--- src/hw/vib_filter_pkg.sv ---
/*
 * package for the vibration suppression filter configuration block:
 * setting widths, ranges, defaults and mode encodings.
 * assumes nothing of its surroundings.
 */
package vib_filter_pkg;

  // ***********************************************************
  // widths
  // ***********************************************************
  localparam int FREQ_W = 13;
  localparam int WIDTH_W = 5;
  localparam int DEPTH_W = 7;
  localparam int DAMP_W = 11;
  localparam int NOTCH_COUNT = 4;
  localparam int DAMP_COUNT = 4;

  // ***********************************************************
  // notch ranges and defaults
  // ***********************************************************
  localparam logic [FREQ_W-1:0] NOTCH_FREQ_MIN = 13'h0032;
  localparam logic [FREQ_W-1:0] NOTCH_FREQ_MAX = 13'h1388;
  localparam logic [FREQ_W-1:0] NOTCH_FREQ_DEF = 13'h1388;
  localparam logic [WIDTH_W-1:0] NOTCH_WIDTH_MAX = 5'h14;
  localparam logic [WIDTH_W-1:0] NOTCH_WIDTH_DEF = 5'h02;
  localparam logic [DEPTH_W-1:0] NOTCH_DEPTH_MAX = 7'h63;
  localparam logic [DEPTH_W-1:0] NOTCH_DEPTH_DEF = 7'h00;

  // ***********************************************************
  // damping ranges and defaults, 0.1 hz steps
  // ***********************************************************
  localparam logic [DAMP_W-1:0] DAMP_FREQ_MAX = 11'h7d0;
  localparam logic [DAMP_W-1:0] DAMP_FREQ_ACTIVE = 11'h00a;
  localparam logic [DAMP_W-1:0] DAMP_FREQ_DEF = 11'h000;
  localparam logic [DAMP_W-1:0] DAMP_TRIM_MAX = 11'h3e8;
  localparam logic [DAMP_W-1:0] DAMP_TRIM_DEF = 11'h000;

  // ***********************************************************
  // modes
  // ***********************************************************
  typedef enum logic [2:0] {
    ADAPT_OFF = 3'h0,
    ADAPT_ONE_LIMIT = 3'h1,
    ADAPT_TWO_LIMIT = 3'h2,
    ADAPT_ONE_CONT = 3'h3,
    ADAPT_TWO_CONT = 3'h4
  } adapt_mode_e;

  typedef enum logic [1:0] {
    DAMP_SEL_ALL = 2'h0,
    DAMP_SEL_INPUT_A = 2'h1,
    DAMP_SEL_CODE = 2'h2,
    DAMP_SEL_DIRECTION = 2'h3
  } damp_sel_e;

  localparam logic [2:0] ADAPT_MODE_MAX = 3'h4;
  localparam logic [3:0] DAMP_ODD = 4'h5;
  localparam logic [3:0] DAMP_EVEN = 4'ha;
  localparam logic [3:0] DAMP_NONE = 4'h0;
  localparam logic [3:0] DAMP_ALL = 4'hf;
  localparam logic [3:0] DAMP_ONE = 4'h1;
  localparam int ADAPT_NOTCH_A = 2;
  localparam int ADAPT_NOTCH_B = 3;

endpackage : vib_filter_pkg

--- src/hw/vib_filter_config.sv ---
/*
 * configuration and selection logic of the vibration suppression stage:
 * four notch settings, adaptive notch override, four damping filters.
 * assumes settings and select inputs are synchronous to sys_clk, and the
 * adaptive estimator delivers notch 3/4 values on its own ports.
 */
`timescale 1ns/100ps
module vib_filter_config
  import vib_filter_pkg::*;
(
  // clock and reset
  input wire logic sys_clk,
  input wire logic rst_n,
  // setting write port
  input wire logic setting_write,
  input wire logic [2:0] adapt_mode_in,
  input wire logic [1:0] damp_sel_in,
  input wire logic [1:0] notch_index,
  input wire logic [FREQ_W-1:0] notch_freq_in,
  input wire logic [WIDTH_W-1:0] notch_width_in,
  input wire logic [DEPTH_W-1:0] notch_depth_in,
  input wire logic [1:0] damp_index,
  input wire logic [DAMP_W-1:0] damp_freq_in,
  input wire logic [DAMP_W-1:0] damp_trim_in,
  // adaptive estimator
  input wire logic adapt_done,
  input wire logic [FREQ_W-1:0] adapt_freq_a,
  input wire logic [FREQ_W-1:0] adapt_freq_b,
  input wire logic [WIDTH_W-1:0] adapt_width,
  input wire logic [DEPTH_W-1:0] adapt_depth,
  // selection inputs, high = shorted
  input wire logic damping_select_input_a,
  input wire logic damping_select_input_b,
  input wire logic reverse_rotation,
  // filter coefficients
  output logic [NOTCH_COUNT*FREQ_W-1:0] notch_freq,
  output logic [NOTCH_COUNT*WIDTH_W-1:0] notch_width,
  output logic [NOTCH_COUNT*DEPTH_W-1:0] notch_depth,
  output logic [DAMP_COUNT*DAMP_W-1:0] damp_freq,
  output logic [DAMP_COUNT*DAMP_W-1:0] damp_trim,
  output logic [DAMP_COUNT-1:0] damp_enable,
  // status
  output logic [1:0] adapt_notch_count,
  output logic adapt_freq_locked,
  output logic setting_clamped
);

  // ***********************************************************
  // stored settings
  // ***********************************************************
  logic [2:0] adapt_mode;
  logic [1:0] damp_sel;
  logic [FREQ_W-1:0] user_freq [NOTCH_COUNT];
  logic [WIDTH_W-1:0] user_width [NOTCH_COUNT];
  logic [DEPTH_W-1:0] user_depth [NOTCH_COUNT];
  logic [DAMP_W-1:0] dfreq [DAMP_COUNT];
  logic [DAMP_W-1:0] dtrim [DAMP_COUNT];
  logic locked;

  // ***********************************************************
  // range limiting of incoming writes
  // ***********************************************************
  logic [FREQ_W-1:0] c_freq;
  logic [WIDTH_W-1:0] c_width;
  logic [DEPTH_W-1:0] c_depth;
  logic [DAMP_W-1:0] c_dfreq;
  logic [DAMP_W-1:0] c_dtrim;
  logic o_freq;
  logic o_width;
  logic o_depth;
  logic o_dfreq;
  logic o_dtrim;

  setting_clamp #(.W(FREQ_W)) clamp_freq (
    .min_value(NOTCH_FREQ_MIN),
    .max_value(NOTCH_FREQ_MAX),
    .raw_value(notch_freq_in),
    .clamped_value(c_freq),
    .out_of_range(o_freq)
  );
  setting_clamp #(.W(WIDTH_W)) clamp_width (
    .min_value('0),
    .max_value(NOTCH_WIDTH_MAX),
    .raw_value(notch_width_in),
    .clamped_value(c_width),
    .out_of_range(o_width)
  );
  setting_clamp #(.W(DEPTH_W)) clamp_depth (
    .min_value('0),
    .max_value(NOTCH_DEPTH_MAX),
    .raw_value(notch_depth_in),
    .clamped_value(c_depth),
    .out_of_range(o_depth)
  );
  setting_clamp #(.W(DAMP_W)) clamp_dfreq (
    .min_value('0),
    .max_value(DAMP_FREQ_MAX),
    .raw_value(damp_freq_in),
    .clamped_value(c_dfreq),
    .out_of_range(o_dfreq)
  );
  setting_clamp #(.W(DAMP_W)) clamp_dtrim (
    .min_value('0),
    .max_value(DAMP_TRIM_MAX),
    .raw_value(damp_trim_in),
    .clamped_value(c_dtrim),
    .out_of_range(o_dtrim)
  );

  // illegal mode codes keep the previous mode rather than being clamped
  wire adapt_mode_ok = adapt_mode_in <= ADAPT_MODE_MAX;
  wire any_clamp = o_freq | o_width | o_depth | o_dfreq | o_dtrim | ~adapt_mode_ok;

  always_ff @(posedge sys_clk or negedge rst_n) begin
    if (!rst_n) begin
      adapt_mode <= ADAPT_OFF;
      damp_sel <= DAMP_SEL_ALL;
      for (int i = 0; i < NOTCH_COUNT; i++) begin
        user_freq[i] <= NOTCH_FREQ_DEF;
        user_width[i] <= NOTCH_WIDTH_DEF;
        user_depth[i] <= NOTCH_DEPTH_DEF;
      end
      for (int i = 0; i < DAMP_COUNT; i++) begin
        dfreq[i] <= DAMP_FREQ_DEF;
        dtrim[i] <= DAMP_TRIM_DEF;
      end
    end else if (setting_write) begin
      if (adapt_mode_ok) begin
        adapt_mode <= adapt_mode_in;
      end
      damp_sel <= damp_sel_in;
      user_freq[notch_index] <= c_freq;
      user_width[notch_index] <= c_width;
      user_depth[notch_index] <= c_depth;
      dfreq[damp_index] <= c_dfreq;
      dtrim[damp_index] <= c_dtrim;
    end
  end

  // ***********************************************************
  // adaptive notch control
  // ***********************************************************
  adapt_mode_e mode_e;
  assign mode_e = adapt_mode_e'(adapt_mode);

  logic [1:0] next_count;
  logic limited_mode;
  always_comb begin
    next_count = 2'h0;
    limited_mode = 1'b0;
    unique case (mode_e)
      ADAPT_OFF: next_count = 2'h0;
      ADAPT_ONE_LIMIT: begin
        next_count = 2'h1;
        limited_mode = 1'b1;
      end
      ADAPT_TWO_LIMIT: begin
        next_count = 2'h2;
        limited_mode = 1'b1;
      end
      ADAPT_ONE_CONT: next_count = 2'h1;
      ADAPT_TWO_CONT: next_count = 2'h2;
      default: next_count = 2'h0;
    endcase
  end

  // in limited modes the frequency freezes once the estimator reports done;
  // in mode 4 notch 4 freezes after done while notch 3 keeps adapting
  wire next_locked = (next_count == 2'h0) ? 1'b0 : (locked | adapt_done);
  wire freeze_a = limited_mode & locked;
  wire freeze_b = (limited_mode | (mode_e == ADAPT_TWO_CONT)) & locked;
  wire use_a = next_count != 2'h0;
  wire use_b = next_count == 2'h2;

  logic [FREQ_W-1:0] held_a;
  logic [FREQ_W-1:0] held_b;
  wire [FREQ_W-1:0] next_held_a = freeze_a ? held_a : adapt_freq_a;
  wire [FREQ_W-1:0] next_held_b = freeze_b ? held_b : adapt_freq_b;

  // ***********************************************************
  // damping selection
  // ***********************************************************
  function automatic logic [3:0] damp_pick(input logic [1:0] sel, input logic a,
                                           input logic b, input logic rev);
    logic [3:0] r;
    r = DAMP_ALL;
    unique case (damp_sel_e'(sel))
      DAMP_SEL_ALL: r = DAMP_ALL;
      DAMP_SEL_INPUT_A: r = a ? DAMP_EVEN : DAMP_ODD;
      DAMP_SEL_CODE: r = DAMP_ONE << {b, a};
      DAMP_SEL_DIRECTION: r = rev ? DAMP_EVEN : DAMP_ODD;
    endcase
    return r;
  endfunction : damp_pick

  wire [3:0] picked = damp_pick(damp_sel, damping_select_input_a,
                                damping_select_input_b, reverse_rotation);
  logic [3:0] next_damp_enable;
  always_comb begin
    next_damp_enable = DAMP_NONE;
    for (int i = 0; i < DAMP_COUNT; i++) begin
      next_damp_enable[i] = picked[i] & (dfreq[i] >= DAMP_FREQ_ACTIVE);
    end
  end

  // ***********************************************************
  // output registers
  // ***********************************************************
  always_ff @(posedge sys_clk or negedge rst_n) begin
    if (!rst_n) begin
      locked <= 1'b0;
      held_a <= NOTCH_FREQ_DEF;
      held_b <= NOTCH_FREQ_DEF;
      notch_freq <= {NOTCH_COUNT{NOTCH_FREQ_DEF}};
      notch_width <= {NOTCH_COUNT{NOTCH_WIDTH_DEF}};
      notch_depth <= {NOTCH_COUNT{NOTCH_DEPTH_DEF}};
      damp_freq <= {DAMP_COUNT{DAMP_FREQ_DEF}};
      damp_trim <= {DAMP_COUNT{DAMP_TRIM_DEF}};
      damp_enable <= DAMP_NONE;
      adapt_notch_count <= 2'h0;
      adapt_freq_locked <= 1'b0;
      setting_clamped <= 1'b0;
    end else begin
      locked <= next_locked;
      held_a <= next_held_a;
      held_b <= next_held_b;
      for (int i = 0; i < NOTCH_COUNT; i++) begin
        notch_freq[i*FREQ_W +: FREQ_W] <= user_freq[i];
        notch_width[i*WIDTH_W +: WIDTH_W] <= user_width[i];
        notch_depth[i*DEPTH_W +: DEPTH_W] <= user_depth[i];
      end
      if (use_a) begin
        notch_freq[ADAPT_NOTCH_A*FREQ_W +: FREQ_W] <= next_held_a;
        notch_width[ADAPT_NOTCH_A*WIDTH_W +: WIDTH_W] <= adapt_width;
        notch_depth[ADAPT_NOTCH_A*DEPTH_W +: DEPTH_W] <= adapt_depth;
      end
      if (use_b) begin
        notch_freq[ADAPT_NOTCH_B*FREQ_W +: FREQ_W] <= next_held_b;
        notch_width[ADAPT_NOTCH_B*WIDTH_W +: WIDTH_W] <= adapt_width;
        notch_depth[ADAPT_NOTCH_B*DEPTH_W +: DEPTH_W] <= adapt_depth;
      end
      for (int i = 0; i < DAMP_COUNT; i++) begin
        damp_freq[i*DAMP_W +: DAMP_W] <= dfreq[i];
        damp_trim[i*DAMP_W +: DAMP_W] <= dtrim[i];
      end
      damp_enable <= next_damp_enable;
      adapt_notch_count <= next_count;
      adapt_freq_locked <= next_locked & (limited_mode | (mode_e == ADAPT_TWO_CONT));
      setting_clamped <= setting_write & any_clamp;
    end
  end

endmodule : vib_filter_config

--- src/hw/setting_clamp.sv ---
/*
 * saturating limiter for one setting word.
 * assumes min is not above max; purely combinational.
 */
`timescale 1ns/100ps
module setting_clamp #(
  parameter int W = 13
) (
  // range
  input wire logic [W-1:0] min_value,
  input wire logic [W-1:0] max_value,
  // value
  input wire logic [W-1:0] raw_value,
  output logic [W-1:0] clamped_value,
  output logic out_of_range
);

  wire below = raw_value < min_value;
  wire above = raw_value > max_value;

  // clamp rather than reject, so a bad write still moves toward intent
  assign clamped_value = below ? min_value : (above ? max_value : raw_value);
  assign out_of_range = below | above;

endmodule : setting_clamp

--- config.mk ---
export PLATFORM = sky130hd
export DESIGN_NAME = vib_filter_config
export DESIGN_NICKNAME = d
export VERILOG_FILES = /design/src/hw/vib_filter_pkg.sv /design/src/hw/vib_filter_config.sv /design/src/hw/setting_clamp.sv
export SDC_FILE = /design/constraint.sdc
export NUM_CORES = 1
export LEC_CHECK = 0
export ABC_AREA = 1
export ABC_CLOCK_PERIOD_IN_PS = 1800
export BUFFER_PORTS_ARGS = -buffer_cell sky130_fd_sc_hd__buf_2
export CORE_UTILIZATION = 49
export DETAILED_ROUTE_END_ITERATION = 16
export PLACE_DENSITY = 0.78
export SLEW_MARGIN = 20
export SYNTH_ARGS = -nofsm -noshare
export SYNTH_HDL_FRONTEND = slang
export SYNTH_HIERARCHICAL = 1
export SYNTH_SLANG_ARGS = --single-unit
--- constraint.sdc ---
create_clock -name sys_clk -period 1.8 [get_ports sys_clk]
set_clock_uncertainty 0.1 [all_clocks]
set_input_delay 0.09 -clock sys_clk [delete_from_list [all_inputs] [get_ports sys_clk]]
set_output_delay 0.09 -clock sys_clk [all_outputs]
set_load 0.01 [all_outputs]
==> load_flow_metrics.sql <==
INSERT INTO impl_metrics (metric_group, metric, value, unit) VALUES
('finish', 'layout.cells.most_common', 'nand2_1', ''),
('finish', 'postLayoutCoreUtil', '0.6404', ''),
('min_path', 'hold_path_class', 'in -> reg', ''),
('pwr', 'power_switching', '8154', 'µW'),
('logic_synthesis', 'synth.yosys.seq_area_share', '0.5754', ''),
('global_route', 'grt_overflow', '0', ''),
('timing', 'slew_violations', '0', ''),
('timing', 'final.period_utilization', '0.9893', ''),
('placed_design', 'gpl.final_weighted_congestion', '0.9103', ''),
('timing', 'fin_worst_hold_slack', '-7.872', 'ps'),
('logic_synthesis', 'synth_largest_type_area_fraction', '0.4918', ''),
('run', 'drv.max_cap_violation_count', '0', ''),
('critical_path', 'crit_path_end_kind', 'register', ''),
('pwr', 'total_power', '26980', 'µW'),
('global_route', 'number_of_global_route_vias_before_repair', '15340', ''),
('timing', 'fin_crit', '1781', 'ps'),
('routing', 'detail_route.vias_per_cell', '4.932', ''),
('floorplanning', 'rows', '70', ''),
('outcome', 'failed_checks', 'negative hold slack', ''),
('pwr', 'vdd.ir_drop.worst', '925.5', 'µV'),
('critical_path', 'worst-endpoint-required', '2150', 'ps'),
('placed_design', 'buffers_added_on_ports', '296', ''),
('finish', 'leading_cell_types_in_the_layout_fill_and_taps_excluded', 'nand2_1 (570), dfrtp_1 (358), buf_2 (295)', ''),
('clock_network', 'cts-root-to-sink-buffers', '3', ''),
('timing', 'headroom_to_the_max_slew_limit', '0.6637', ''),
('outcome', 'run_status', 'finished, violations left', ''),
('floorplanning', 'floorplan.io_pins', '297', ''),
('finish', 'fin_nets', '2730', ''),
('floorplanning', 'dieHeight', '194.8', 'µm'),
('routing', 'drcViolationCount', '0', ''),
('clock_network', 'clock_tree_from_tritoncts', 'done', ''),
('routing', 'final_antenna_net_count', '0', ''),
('routing', 'drt_iter0_markers', '793', ''),
('global_route', 'grt_max_degree', '77', ''),
('critical_path', 'setup_slack_reg_to_reg', '20', 'ps'),
('timing', 'achievable-frequency', '561.5', 'MHz'),
('critical_path', 'crit_path_start_kind', 'register', ''),
('logic_synthesis', 'ys_ff_latch', '416', ''),
('floorplanning', 'initial_core_util', '0.4976', ''),
('finish', 'post-route-cell-area', '23450', 'µm²'),
('logic_synthesis', 'syn_inst', '1965', ''),
('critical_path', 'cp_data_arrival_time', '2130', 'ps'),
('routing', 'routedWlPerCell', '15.47', 'µm'),
('pwr', 'power.clock.fraction', '0.329', ''),
('clock_network', 'tritoncts.num_buffers', '43', ''),
('logic_synthesis', 'synth.distinct_cells', '40', ''),
('critical_path', 'critical_path_peak_fanout', '4', ''),
('logic_synthesis', 'synth.area.top_cells', 'dfrtp_1 (49%), nand2_1 (12%), dfstp_2 (8.4%), ha_1 (6.1%), o21ai_0 (5.5%)', ''),
('global_route', 'grt_util_all_layers', '0.2560', ''),
('logic_synthesis', 'postSynthAreaPerCell', '9.271', 'µm²'),
('pwr', 'sw_frac_of_total', '0.3022', ''),
('pwr', 'power_report.internal_total', '18820', 'µW'),
('floorplanning', 'die-width', '194.8', 'µm'),
('placed_design', 'placed_area', '21180', 'µm²'),
('timing', 'finalSetupViolations', '0', ''),
('logic_synthesis', 'fraction_of_registers_with_async_set_or_reset_after_synthesis', '1.000', ''),
('logic_synthesis', 'synth.largest_area_cell', 'dfrtp_1', ''),
('pwr', 'pwr_density_cell', '1151', 'nW/µm²'),
('floorplanning', 'design.core.area', '36610', 'µm²'),
('clock_network', 'cts_sinks', '416', ''),
('logic_synthesis', 'synth.cell_area', '18220', 'µm²'),
('critical_path', 'rr_worst_depth', '6', ''),
('timing', 'tightestPinTransition', '503.9', 'ps'),
('timing', 'hold_viol_final', '5', ''),
('critical_path', 'path_class', 'reg -> reg', ''),
('clock_network', 'htreeDepth', '2', ''),
('routing', 'detailedRoute.firstPassIterationCount', '5', ''),
('placed_design', 'dpl.hpwl', '32930', 'µm'),
('finish', 'syn2layout_area_growth', '28.70', '%'),
('finish', 'post_route_cells_drive_above_1_share', '0.2303', ''),
('clock_network', 'clock_latency', '570', 'ps');
## worst paths after layout
kind                                                 from                    endpoint
worst max register to register    damp_sel[0]$_DFFE_PN0P_    damp_enable[2]$_DFF_PN0_
worst min-delay path                    notch_depth_in[3]  user_depth[10]$_DFFE_PN0P_
min in group asynchronous                           rst_n         held_b[3]$_DFF_PN1_
max in group asynchronous                           rst_n       dfreq[29]$_DFFE_PN0P_
worst min register to register  user_freq[46]$_DFFE_PN1P_     notch_freq[7]$_DFF_PN1_
worst max-delay path              damp_sel[0]$_DFFE_PN0P_    damp_enable[2]$_DFF_PN0_
## critical path, stage by stage, from the launching register on
cell           delay, ps
dfrtp_1              410
inv_1                100
o21ai_0              260
nand3_1              110
dlygate4sd3_1        570
o21ai_0               70
inv_1                 50
## synth_stat cells (all sizes together) (3+ instances only)
| cell type | number |
|---|---|
| o21ai | 206 |
| nand3 | 154 |
| a21oi | 34 |
| buf | 32 |
| nor3 | 8 |
| nand2 | 605 |
| nor2 | 25 |
| ha | 89 |
| nand3b | 15 |
| nand4 | 33 |
| dfrtp | 358 |
| inv | 271 |
| and2 | 26 |
| dfstp | 58 |
| o21a | 3 |
| clkbuf | 40 |
## layer usage
layer	share of wire	wire (µm)	track usage	vias up
li1	-	-	-	7232
met1	0.41	19210	0.3127	7166
met2	0.49	23010	0.4342	496
met3	0.069	3228	0.06715	118
met4	0.035	1656	0.09828	0
met5	0	0	0	-
## power groups by stage
stage | Sequential (µW) | Combinational, µW | Clock [µW]
final | 12500 | 5600 | 8860
after global routing | 12700 | 6300 | 9400
after CTS | 12500 | 5520 | 9010
after detailed placement | 12600 | 5310 | 0
after global placement | 12600 | 5120 | 0
after floorplan | 12900 | 2540 | 0
## through the flow
stage	hold WS, ps	setup slack (ps)	TNS (ps)	std cells
floorplan	-305.6	173.9	0	2118
global placement	-67.21	-129.8	-6012	2886
finish	-7.872	19.20	0	3044
CTS	0.4028	33.24	0	3042
detailed placement	-61.17	-272.0	-16150	2886
global route	14.63	-63.77	-146.7	3043
## cell families after synthesis
logic type	count (synthesis)	share of synthesized area
AO/OA/AOI/OAI	246	0.06896
adder cells (fa/ha/maj)	89	0.06113
AND/OR/NAND/NOR	868	0.2177
flip-flops	416	0.5754
other	2	0.0004122
buffers and inverters	344	0.07644
## repair_timing
action	in CTS	in global routing
setup buffers	0	1
setup endpoints to repair	0	63
hold buffers	76	0
gates resized for setup	0	51
endpoints found under the hold margin	507	0
## cell type report
class	instances	area (µm²)
flip-flops and latches	416	10480
multi-input cells	1358	6999
clock inverters	16	160.2
well taps	468	585.6
diodes	1	2.502
inverters	272	1023
repair buffers	449	2935
clock buffers	64	1256
fillers	2839	13170
## flip-flops by register name, summed over array words and instances (netlist names)
signal and cells:
notch_freq 52, user_freq 52, damp_freq 44, damp_trim 44
dfreq 44, dtrim 44, notch_depth 28, user_depth 28
notch_width 20, user_width 20, held_a 13, held_b 13
damp_enable 4, adapt_mode 3, adapt_notch_count 2, damp_sel 2
adapt_freq_locked 1, locked 1, setting_clamped 1
Note: power is estimated with default switching activity, not from simulation.
